[src/inc/gad_pkg.sv]
/*
 pin multiplexer, antenna diversity and clear channel check: shared constants and types.
 assumes one 20 MHz core clock and an AXI4-Lite register port with 12-bit byte addresses.
*/
package gad_pkg;
    // clock and diversity dwell timing
    localparam int unsigned CLK_PERIOD_NS = 50;
    localparam int unsigned DWELL_STD_NS = 16000;
    localparam int unsigned DWELL_BCN_NS = 4000;
    localparam logic [8:0] DWELL_STD_CYC = 9'(DWELL_STD_NS / CLK_PERIOD_NS);
    localparam logic [8:0] DWELL_BCN_CYC = 9'(DWELL_BCN_NS / CLK_PERIOD_NS);
    localparam logic [8:0] DCNT_ZERO = 9'h000;
    localparam logic [8:0] DCNT_STEP = 9'h001;

    // register indices, byte address is index times four
    localparam logic [7:0] IDX_FUNC_CTRL2 = 8'h08;
    localparam logic [7:0] IDX_PIN0_CFG = 8'h0B;
    localparam logic [7:0] IDX_PIN1_CFG = 8'h0C;
    localparam logic [7:0] IDX_PIN2_CFG = 8'h0D;
    localparam logic [7:0] IDX_IO_PORT_CFG = 8'h0E;
    localparam logic [7:0] IDX_STRENGTH = 8'h26;
    localparam logic [7:0] IDX_CCA_THRESH = 8'h27;
    localparam logic [7:0] IDX_IRQ_STATUS = 8'h30;
    localparam logic [7:0] IDX_IRQ_MASK = 8'h31;
    localparam int ADDR_W = 12;

    // field positions and reset values
    localparam int FC2_DIV_LSB = 5;
    localparam int DIV_ALG_BIT = 2;
    localparam int DIV_BCN_BIT = 1;
    localparam int DIV_IDLE_BIT = 0;
    localparam logic [7:0] IOCFG_RW_MASK = 8'h7F;
    localparam logic [7:0] REG_RESET = 8'h00;
    localparam logic [23:0] RDATA_PAD = 24'h000000;

    // antenna diversity control codes
    localparam logic [1:0] DIV_OFF = 2'h0;
    localparam logic [1:0] DIV_A1_LO = 2'h1;
    localparam logic [1:0] DIV_A2_HI = 2'h2;
    localparam logic [1:0] DIV_A1_HI = 2'h3;
    localparam logic [2:0] DIV_BEACON_LO = 3'h6;

    // pin function select codes
    localparam logic [4:0] FN_DEFAULT = 5'h00;
    localparam logic [4:0] FN_DIRECT_IN = 5'h03;
    localparam logic [4:0] FN_ADC_IN = 5'h07;
    localparam logic [4:0] FN_DIRECT_OUT = 5'h0A;
    localparam logic [4:0] FN_CCA = 5'h0E;
    localparam logic [4:0] FN_ANT1 = 5'h17;
    localparam logic [4:0] FN_ANT2 = 5'h18;
    localparam logic [1:0] PIN_IDX0 = 2'h0;
    localparam logic [1:0] PIN_IDX1 = 2'h1;

    // interrupt status bits
    localparam int IRQ_W = 2;
    localparam int IRQ_STRENGTH_BIT = 0;
    localparam int IRQ_ANT_LOCK_BIT = 1;

    localparam logic [1:0] RESP_OKAY = 2'h0;
    localparam logic [1:0] RESP_SLVERR = 2'h2;

    typedef struct packed {
        logic [1:0] pin_drive_strength;
        logic pin_pullup_enable;
        logic [4:0] pin_function_select;
    } gad_pin_cfg_t;

    typedef struct packed {
        logic a1;
        logic a2;
    } gad_ant_t;

    typedef enum logic [2:0] {
        DV_IDLE = 3'b001,
        DV_SCAN = 3'b010,
        DV_LOCK = 3'b100
    } gad_dv_e_t;

    typedef struct packed {
        logic [7:0] fc2;
        gad_pin_cfg_t [2:0] cfg;
        logic [7:0] iocfg;
        logic [7:0] thr;
        logic [7:0] rssi;
        logic [IRQ_W-1:0] irq_st;
        logic [IRQ_W-1:0] irq_mask;
        logic cca;
        logic [2:0] pin_s1;
        logic [2:0] pin_s2;
        logic por_s1;
        logic por_s2;
        logic mclk_s1;
        logic mclk_s2;
        gad_dv_e_t dv;
        logic [8:0] dcnt;
        logic sel;
        logic [1:0][7:0] meas;
        logic rx_prev;
        logic [2:0] pin_o;
        logic [2:0] pin_oe;
        logic [5:0] drv;
        logic [2:0] pup;
        gad_ant_t ant;
        logic irq;
        logic aw_got;
        logic w_got;
        logic [ADDR_W-1:0] awaddr;
        logic [7:0] wdata;
        logic wstrb0;
        logic awready;
        logic wready;
        logic bvalid;
        logic [1:0] bresp;
        logic arready;
        logic rvalid;
        logic [7:0] rdata;
        logic [1:0] rresp;
    } gad_state_t;
endpackage

[src/rtl/gad_top.sv]
/*
 pin multiplexer for three general purpose pins, antenna diversity controller and
 signal strength readout with clear channel comparison, behind an AXI4-Lite slave.
 assumes rx/tx state, shutdown, strength and preamble pulse come from core logic on
 CORE_CLK_I; POR, MCU clock and pad inputs are asynchronous and get synchronised.
*/
`timescale 1ns/1ns
module gad_top (
    input wire logic CORE_CLK_I,
    input wire logic RST_N_I,
    input wire logic S_AXI_AWVALID_I,
    output logic S_AXI_AWREADY_O,
    input wire logic [gad_pkg::ADDR_W-1:0] S_AXI_AWADDR_I,
    input wire logic S_AXI_WVALID_I,
    output logic S_AXI_WREADY_O,
    input wire logic [31:0] S_AXI_WDATA_I,
    input wire logic [3:0] S_AXI_WSTRB_I,
    output logic S_AXI_BVALID_O,
    input wire logic S_AXI_BREADY_I,
    output logic [1:0] S_AXI_BRESP_O,
    input wire logic S_AXI_ARVALID_I,
    output logic S_AXI_ARREADY_O,
    input wire logic [gad_pkg::ADDR_W-1:0] S_AXI_ARADDR_I,
    output logic S_AXI_RVALID_O,
    input wire logic S_AXI_RREADY_I,
    output logic [31:0] S_AXI_RDATA_O,
    output logic [1:0] S_AXI_RRESP_O,
    input wire logic SHUTDOWN_I,
    input wire logic RX_ACTIVE_I,
    input wire logic TX_ACTIVE_I,
    input wire logic PREAMBLE_EVAL_I,
    input wire logic [7:0] SIG_STRENGTH_I,
    input wire logic POR_I,
    input wire logic MCU_CLK_I,
    input wire logic [2:0] PIN_I,
    output logic [2:0] PIN_O,
    output logic [2:0] PIN_OE_O,
    output logic [5:0] PIN_DRIVE_STRENGTH_O,
    output logic [2:0] PIN_PULLUP_ENABLE_O,
    output gad_pkg::gad_ant_t ANT_SEL_O,
    output logic ANT_PIN_O,
    output logic IRQ_O
);
    import gad_pkg::*;

    gad_state_t s;
    gad_state_t n;

    function automatic logic reg_hit(input logic [ADDR_W-1:0] addr, input logic [7:0] idx);
        reg_hit = (addr == {2'b00, idx, 2'b00});
    endfunction

    // {output enable, level} for one pin
    function automatic logic [1:0] pin_fn(input logic [4:0] code, input logic [1:0] idx,
                                          input logic por, input logic mclk, input logic dio,
                                          input logic cca, input gad_ant_t ant);
        case (code)
            FN_DEFAULT: begin
                if (idx == PIN_IDX0) begin
                    pin_fn = {1'b1, por};
                end else if (idx == PIN_IDX1) begin
                    pin_fn = {1'b1, !por};
                end else begin
                    pin_fn = {1'b1, mclk};
                end
            end
            FN_DIRECT_IN: pin_fn = 2'h0;
            FN_ADC_IN: pin_fn = 2'h0;
            FN_DIRECT_OUT: pin_fn = {1'b1, dio};
            FN_CCA: pin_fn = {1'b1, cca};
            FN_ANT1: pin_fn = {1'b1, ant.a1};
            FN_ANT2: pin_fn = {1'b1, ant.a2};
            default: pin_fn = 2'h0 | 2'h2;
        endcase
    endfunction

    function automatic logic is_input_fn(input logic [4:0] code);
        is_input_fn = (code == FN_DIRECT_IN) || (code == FN_ADC_IN);
    endfunction

    always_comb begin
        logic [2:0] div;
        logic [8:0] dwell;
        logic act;
        logic rx_rise;
        logic [IRQ_W-1:0] irq_set;
        logic [IRQ_W-1:0] rd_clr;
        logic [1:0] pf;
        logic [2:0] dio_rd;
        logic [7:0] rd;
        logic rd_ok;
        logic wr_ok;
        div = s.fc2[FC2_DIV_LSB +: 3];
        dwell = s.fc2[FC2_DIV_LSB + DIV_BCN_BIT] ? DWELL_BCN_CYC : DWELL_STD_CYC;
        act = RX_ACTIVE_I || TX_ACTIVE_I;
        rx_rise = RX_ACTIVE_I && !s.rx_prev;
        irq_set = '0;
        rd_clr = '0;
        pf = 2'h0;
        dio_rd = 3'h0;
        rd = REG_RESET;
        rd_ok = 1'b0;
        wr_ok = 1'b0;
        n = s;

        // asynchronous inputs: second stage is the only reader of the first
        n.pin_s1 = PIN_I;
        n.pin_s2 = s.pin_s1;
        n.por_s1 = POR_I;
        n.por_s2 = s.por_s1;
        n.mclk_s1 = MCU_CLK_I;
        n.mclk_s2 = s.mclk_s1;
        n.rx_prev = RX_ACTIVE_I;
        n.rssi = SIG_STRENGTH_I;

        // diversity algorithm: scan while preamble unseen, lock on evaluation
        unique case (s.dv)
            DV_IDLE: begin
                if (rx_rise && div[DIV_ALG_BIT]) begin
                    n.dv = DV_SCAN;
                    n.dcnt = dwell;
                    n.meas = '0;
                end
            end
            DV_SCAN: begin
                if (!RX_ACTIVE_I) begin
                    n.dv = DV_IDLE;
                end else if (PREAMBLE_EVAL_I) begin
                    // current antenna uses the live strength, the other its last dwell
                    if (SIG_STRENGTH_I < s.meas[!s.sel]) begin
                        n.sel = !s.sel;
                    end
                    n.dv = DV_LOCK;
                    irq_set[IRQ_ANT_LOCK_BIT] = 1'b1;
                end else if (s.dcnt == DCNT_ZERO) begin
                    n.meas[s.sel] = SIG_STRENGTH_I;
                    n.sel = !s.sel;
                    n.dcnt = dwell;
                end else begin
                    n.dcnt = s.dcnt - DCNT_STEP;
                end
            end
            DV_LOCK: begin
                // sel stays as chosen into the following transmit
                if (!RX_ACTIVE_I) begin
                    n.dv = DV_IDLE;
                end
            end
        endcase

        // clear channel decision once per preamble evaluation
        if (RX_ACTIVE_I && PREAMBLE_EVAL_I && s.dv != DV_LOCK) begin
            n.cca = SIG_STRENGTH_I > s.thr;
            if (SIG_STRENGTH_I > s.thr) begin
                irq_set[IRQ_STRENGTH_BIT] = 1'b1;
            end
        end

        // antenna select levels
        if (div[DIV_ALG_BIT]) begin
            if (act) begin
                n.ant = '{a1: !s.sel, a2: s.sel};
            end else begin
                n.ant = '{a1: div[DIV_IDLE_BIT], a2: div[DIV_IDLE_BIT]};
            end
        end else begin
            unique case (div[1:0])
                DIV_OFF: n.ant = '{a1: 1'b0, a2: 1'b0};
                DIV_A1_LO: n.ant = act ? '{a1: 1'b1, a2: 1'b0} : '{a1: 1'b0, a2: 1'b0};
                DIV_A2_HI: n.ant = act ? '{a1: 1'b0, a2: 1'b1} : '{a1: 1'b1, a2: 1'b1};
                DIV_A1_HI: n.ant = act ? '{a1: 1'b1, a2: 1'b0} : '{a1: 1'b1, a2: 1'b1};
            endcase
        end

        // pin multiplexer; converter input leaves the pad undriven
        for (int i = 0; i < 3; i++) begin
            pf = pin_fn(s.cfg[i].pin_function_select, 2'(i), s.por_s2, s.mclk_s2,
                        s.iocfg[i], s.cca, s.ant);
            n.pin_oe[i] = pf[1];
            n.pin_o[i] = pf[0];
            n.pup[i] = s.cfg[i].pin_pullup_enable;
            n.drv[2*i +: 2] = s.cfg[i].pin_drive_strength;
            dio_rd[i] = is_input_fn(s.cfg[i].pin_function_select) ? s.pin_s2[i] : s.iocfg[i];
        end
        if (SHUTDOWN_I) begin
            n.pin_o = 3'h0;
            n.pin_oe = 3'h7;
            n.pup = 3'h0;
        end

        // register write, taken once address and data are both held
        if (s.aw_got && s.w_got && !s.bvalid) begin
            n.aw_got = 1'b0;
            n.w_got = 1'b0;
            n.bvalid = 1'b1;
            wr_ok = 1'b1;
            if (reg_hit(s.awaddr, IDX_FUNC_CTRL2)) begin
                if (s.wstrb0) n.fc2 = s.wdata;
            end else if (reg_hit(s.awaddr, IDX_PIN0_CFG)) begin
                if (s.wstrb0) n.cfg[0] = s.wdata;
            end else if (reg_hit(s.awaddr, IDX_PIN1_CFG)) begin
                if (s.wstrb0) n.cfg[1] = s.wdata;
            end else if (reg_hit(s.awaddr, IDX_PIN2_CFG)) begin
                if (s.wstrb0) n.cfg[2] = s.wdata;
            end else if (reg_hit(s.awaddr, IDX_IO_PORT_CFG)) begin
                if (s.wstrb0) n.iocfg = s.wdata & IOCFG_RW_MASK;
            end else if (reg_hit(s.awaddr, IDX_CCA_THRESH)) begin
                if (s.wstrb0) n.thr = s.wdata;
            end else if (reg_hit(s.awaddr, IDX_IRQ_MASK)) begin
                if (s.wstrb0) n.irq_mask = s.wdata[IRQ_W-1:0];
            end else if (!reg_hit(s.awaddr, IDX_STRENGTH) &&
                         !reg_hit(s.awaddr, IDX_IRQ_STATUS)) begin
                wr_ok = 1'b0;
            end
            n.bresp = wr_ok ? RESP_OKAY : RESP_SLVERR;
        end else if (s.bvalid && S_AXI_BREADY_I) begin
            n.bvalid = 1'b0;
        end
        if (S_AXI_AWVALID_I && s.awready) begin
            n.aw_got = 1'b1;
            n.awaddr = S_AXI_AWADDR_I;
        end
        if (S_AXI_WVALID_I && s.wready) begin
            n.w_got = 1'b1;
            n.wdata = S_AXI_WDATA_I[7:0];
            n.wstrb0 = S_AXI_WSTRB_I[0];
        end
        n.awready = !n.aw_got && !n.bvalid;
        n.wready = !n.w_got && !n.bvalid;

        // register read
        rd_ok = 1'b1;
        if (reg_hit(S_AXI_ARADDR_I, IDX_FUNC_CTRL2)) begin
            rd = s.fc2;
        end else if (reg_hit(S_AXI_ARADDR_I, IDX_PIN0_CFG)) begin
            rd = s.cfg[0];
        end else if (reg_hit(S_AXI_ARADDR_I, IDX_PIN1_CFG)) begin
            rd = s.cfg[1];
        end else if (reg_hit(S_AXI_ARADDR_I, IDX_PIN2_CFG)) begin
            rd = s.cfg[2];
        end else if (reg_hit(S_AXI_ARADDR_I, IDX_IO_PORT_CFG)) begin
            rd = {s.iocfg[7:3], dio_rd};
        end else if (reg_hit(S_AXI_ARADDR_I, IDX_STRENGTH)) begin
            rd = s.rssi;
        end else if (reg_hit(S_AXI_ARADDR_I, IDX_CCA_THRESH)) begin
            rd = s.thr;
        end else if (reg_hit(S_AXI_ARADDR_I, IDX_IRQ_STATUS)) begin
            rd = {6'h00, s.irq_st};
        end else if (reg_hit(S_AXI_ARADDR_I, IDX_IRQ_MASK)) begin
            rd = {6'h00, s.irq_mask};
        end else begin
            rd_ok = 1'b0;
        end
        if (S_AXI_ARVALID_I && s.arready) begin
            n.rvalid = 1'b1;
            n.rdata = rd;
            n.rresp = rd_ok ? RESP_OKAY : RESP_SLVERR;
            if (reg_hit(S_AXI_ARADDR_I, IDX_IRQ_STATUS)) begin
                rd_clr = '1;
            end
        end else if (s.rvalid && S_AXI_RREADY_I) begin
            n.rvalid = 1'b0;
        end
        n.arready = !n.rvalid;

        // a new event beats the read-clear of the same cycle
        n.irq_st = (s.irq_st & ~rd_clr) | irq_set;
        n.irq = |(n.irq_st & s.irq_mask);
    end

    always_ff @(posedge CORE_CLK_I) begin
        if (!RST_N_I) begin
            s <= '0;
            s.dv <= DV_IDLE;
        end else begin
            s <= n;
        end
    end

    assign S_AXI_AWREADY_O = s.awready;
    assign S_AXI_WREADY_O = s.wready;
    assign S_AXI_BVALID_O = s.bvalid;
    assign S_AXI_BRESP_O = s.bresp;
    assign S_AXI_ARREADY_O = s.arready;
    assign S_AXI_RVALID_O = s.rvalid;
    assign S_AXI_RDATA_O = {RDATA_PAD, s.rdata};
    assign S_AXI_RRESP_O = s.rresp;
    assign PIN_O = s.pin_o;
    assign PIN_OE_O = s.pin_oe;
    assign PIN_DRIVE_STRENGTH_O = s.drv;
    assign PIN_PULLUP_ENABLE_O = s.pup;
    assign ANT_SEL_O = s.ant;
    assign ANT_PIN_O = s.ant.a2;
    assign IRQ_O = s.irq;

    logic [8:0] dwell_h;
    assign dwell_h = s.fc2[FC2_DIV_LSB + DIV_BCN_BIT] ? DWELL_BCN_CYC : DWELL_STD_CYC;
endmodule
[config.mk]
export PLATFORM = sky130hd
export DESIGN_NAME = gad_top
export DESIGN_NICKNAME = d
export VERILOG_FILES = /design/src/inc/gad_pkg.sv /design/src/rtl/gad_top.sv
export SDC_FILE = /design/constraint.sdc
export NUM_CORES = 1
export LEC_CHECK = 0
export BUFFER_PORTS_ARGS = -buffer_cell sky130_fd_sc_hd__buf_2
export CAP_MARGIN = 10
export CORE_MARGIN = 10
export CORE_UTILIZATION = 50
export CTS_CLUSTER_DIAMETER = 80
export DETAILED_ROUTE_END_ITERATION = 12
export PLACE_DENSITY = 0.71
export SLEW_MARGIN = 20
export SYNTH_ARGS = -nofsm -noshare
export SYNTH_HDL_FRONTEND = slang
export SYNTH_SLANG_ARGS = --single-unit
export TNS_END_PERCENT = 10
[constraint.sdc]
create_clock -name CORE_CLK_I -period 3.15 [get_ports CORE_CLK_I]
set_input_delay 0.315 -clock CORE_CLK_I [delete_from_list [all_inputs] [get_ports CORE_CLK_I]]
set_output_delay 0.315 -clock CORE_CLK_I [all_outputs]
set_load 0.01 [all_outputs]
==> results.json <==
{
  "vias_per_cell": 5.48,
  "dp.final_hpwl_mm": 13.7,
  "postLayoutCellArea_um2": 8410,
  "count_of_flip_flops_with_a_built_in_enable_after_synthesis": 0,
  "ctsHoldBuffers": 0,
  "synth-seq-cells": 156,
  "worst-path-stages": 8,
  "critPathArrivalTime_ns": 2.71,
  "hp-class": "input port to flip-flop",
  "numCtsBuffers": 17,
  "asyncSetResetFlopFracSynth_pct": 0,
  "worst_skew_pair.late_latency_ns": 0.43,
  "cts-root-buf": "clkbuf_16",
  "grt_setup_unrepaired": "false",
  "grt_start_max_net_pins": 44,
  "gp_congestion": 0.896,
  "synth_top_family_by_area": "simple AND/OR/NAND/NOR gates",
  "worstReg2RegEnd": "s[62]$_SDFFE_PN0P_",
  "slowest_stage_delay_cp_ns": 0.55,
  "crit_path_cell_trace": "inv_1 > ha_1 > or3b_4 > or4_4 > o31a_1 > a21o_4 > a22oi_1 > nor2_1",
  "ioPinCount": 144,
  "syn-mean-instance-area_um2": 8.77,
  "final_util_pct": 57.6,
  "num-nets-final": 1007,
  "synth_compound_area_share_pct": 14.6,
  "startpoint": "s[76]$_SDFFE_PN0P_",
  "worst_setup_path_start_kind": "flip-flop",
  "numPortBuffers": 90,
  "r2r_setup_slack_ns": 0.73,
  "path_max_fanout": 8,
  "die_height_um": 142,
  "layout_overhead_on_the_synthesized_area_pct": 12.5,
  "drv.max_cap_violation_count": 0,
  "cts_resized": 0,
  "firstDrtPassIters": 5,
  "wire_per_inst_um": 17.2,
  "most_common_cell_after_layout_fill_and_taps_aside": "dfxtp_1",
  "setup_viol": 0,
  "num_antenna_cells": 0,
  "xor_and_xnor_fraction_of_the_mapped_netlist_area_pct": 0.820,
  "endpoint": "s[62]$_SDFFE_PN0P_",
  "run_status": "finished, final reports clean",
  "power.leakage_nw": 3.24,
  "ir_drop_mv": 0.517,
  "cpLargestDelayFamily": "simple AND/OR/NAND/NOR gates",
  "grt_use_total_pct": 18.4,
  "cts_tree": "yes",
  "post_synth_inst_count": 852,
  "cts_htree_levels": 4,
  "drive_gt1_share_pct": 17.4,
  "floorplan.rows": 44,
  "crit_slowest_cell": "or4_4",
  "r2r-start": "s[76]$_SDFFE_PN0P_",
  "global_route.overflow_total": 0,
  "path_class": "flip-flop to flip-flop",
  "drt_drc_violations_left": 0,
  "yosysSeqAreaShare_pct": 41.8,
  "yosys-mux-area-fraction_pct": 9.56,
  "setup-tns-final_ns": 0,
  "synth_ff_type": "dfxtp_1",
  "final_hold_viol_count": 0,
  "powerDensity_nw_per_um2": 532,
  "post_cts.repair.setup_buffers": 0,
  "die_w_um": 142,
  "tritoncts_num_sinks": 156,
  "wl_mm": 19.0,
  "die-area_um2": 20200,
  "worst_setup_hold_path_clk_slew_ns": 0.06,
  "grt_first_pass_wirelength_mm": 29.9,
  "initial_antenna_violation_count": 0,
  "grt_pass1_vias": 5766,
  "core-area_um2": 14600,
  "layout_worst_path_cycle_share_pct": 77.0,
  "post_synth_simple_gate_area_pct": 21.8,
  "worst_setup_path_end_kind": "flip-flop",
  "yosys.cell_types.count": 75,
  "drc_marker_count_from_the_first_detailed_route_iteration": 316,
  "yosysWarningCount": 0,
  "slew-limit-headroom_pct": 43.4,
  "antenna_viol_nets_final": 0,
  "post_synth_instance_area_um2": 7470,
  "worst_clock_skew_ns": 0.00827,
  "cts_buffer_depth": 2,
  "top_library_cells_by_usage_in_the_layout_fill_and_taps_aside": "dfxtp_1 (156), nor2_1 (119), buf_2 (90)",
  "synth_adder_area_share_pct": 2.68,
  "detailroute.via_count": 6050,
  "worst_pin_slew_ns": 0.841,
  "worst_ep_required_time_ns": 3.44,
  "start_util_pct": 51.2,
  "reg2reg_depth": 8,
  "cp_num_buf_inv": 1,
  "max_transition_viols_final": 0,
  "placed_cell_area_um2": 7790,
  "fin_crit_ns": 2.42,
  "fmaxAchievable_mhz": 413
}
-- cell type report --
type,count,area (um2)
flip-flops and latches,156,3120
clock buffers,21,470
clock inverters,11,141
inverters,26,97.6
fillers,1328,6180
repair buffers,102,553
well taps,184,230
multi-input cells,604,3790
-- report_power, final --
part	total, mW	switching [mW]	internal, mW
clock	2.10	0.797	1.30
sequential	2.07	0.0468	2.02
combinational	0.305	0.189	0.116
-- sequential cells by signal (all words and copies together) (netlist names), 3 cells and up --
name	flops
s	112
n	11
S_AXI_RDATA_O	8
PIN_DRIVE_STRENGTH_O	6
PIN_OE_O	3
PIN_O	3
PIN_PULLUP_ENABLE_O	3
-- kinds of logic (layout without fill, tap and decap cells) --
group	after synthesis	in the layout
mux	71	71
compound gates	166	166
xor+xnor	7	7
buf+inv	117	160
flops	156	156
fa+ha+maj	16	16
other cells	1	26
simple gates	318	318
-- synth_stat cells, types with 8 or more instances --
library cell    n  area (um2)
a22oi_1        18         135
and2_1         26         163
clkbuf_1       30         113
nor4_1          8        50.1
and3_1          8        50.1
dfxtp_1       156        3120
o21ai_0        27         135
inv_1          25        93.8
nand3_1         8        40.0
buf_4          55         413
nand2_1        70         263
a21oi_1        62         310
nor3_1         12        60.1
mux2i_1        68         681
ha_1           16         200
nor2_1        119         447
nand2b_1        8        50.1
-- worst min-delay path by stage --
stage,from,slack [ns],cells after the start,end
global placement,n[92]$_SDFF_PN0_,0.42,1,s[92]$_SDFF_PN0_
detailed placement,n[88]$_SDFF_PN0_,0.42,1,s[88]$_SDFF_PN0_
floorplan,n[88]$_SDFF_PN0_,0.41,1,s[88]$_SDFF_PN0_
finish,PIN_I[0],0.09,2,n[92]$_SDFF_PN0_
global route,PIN_I[0],0.09,2,n[92]$_SDFF_PN0_
CTS,PIN_I[0],0.07,2,n[92]$_SDFF_PN0_
-- through the flow --
| step | hold WS (ns) | worst slack, ns | std cells | power (mW) |
|---|---|---|---|---|
| after floorplan | 0.412 | 0.724 | 877 | 2.33 |
| after global placement | 0.416 | 0.742 | 1072 | 2.41 |
| after detailed placement | 0.419 | 0.722 | 1072 | 2.41 |
| after CTS | 0.0734 | 0.725 | 1104 | 4.50 |
| after global routing | 0.0924 | 0.566 | 1104 | 4.62 |
| final | 0.0875 | 0.726 | 1104 | 4.47 |
-- metal layers --
metal  GRT usage [%]  up-vias  wire [um]
met3            4.81       26       1290
met5               0        -          0
met2            30.1      161       8990
met4            7.05        0        402
li1                -     3023          -
met1            22.6     2840       8280
(Power assumes the default switching activity.)
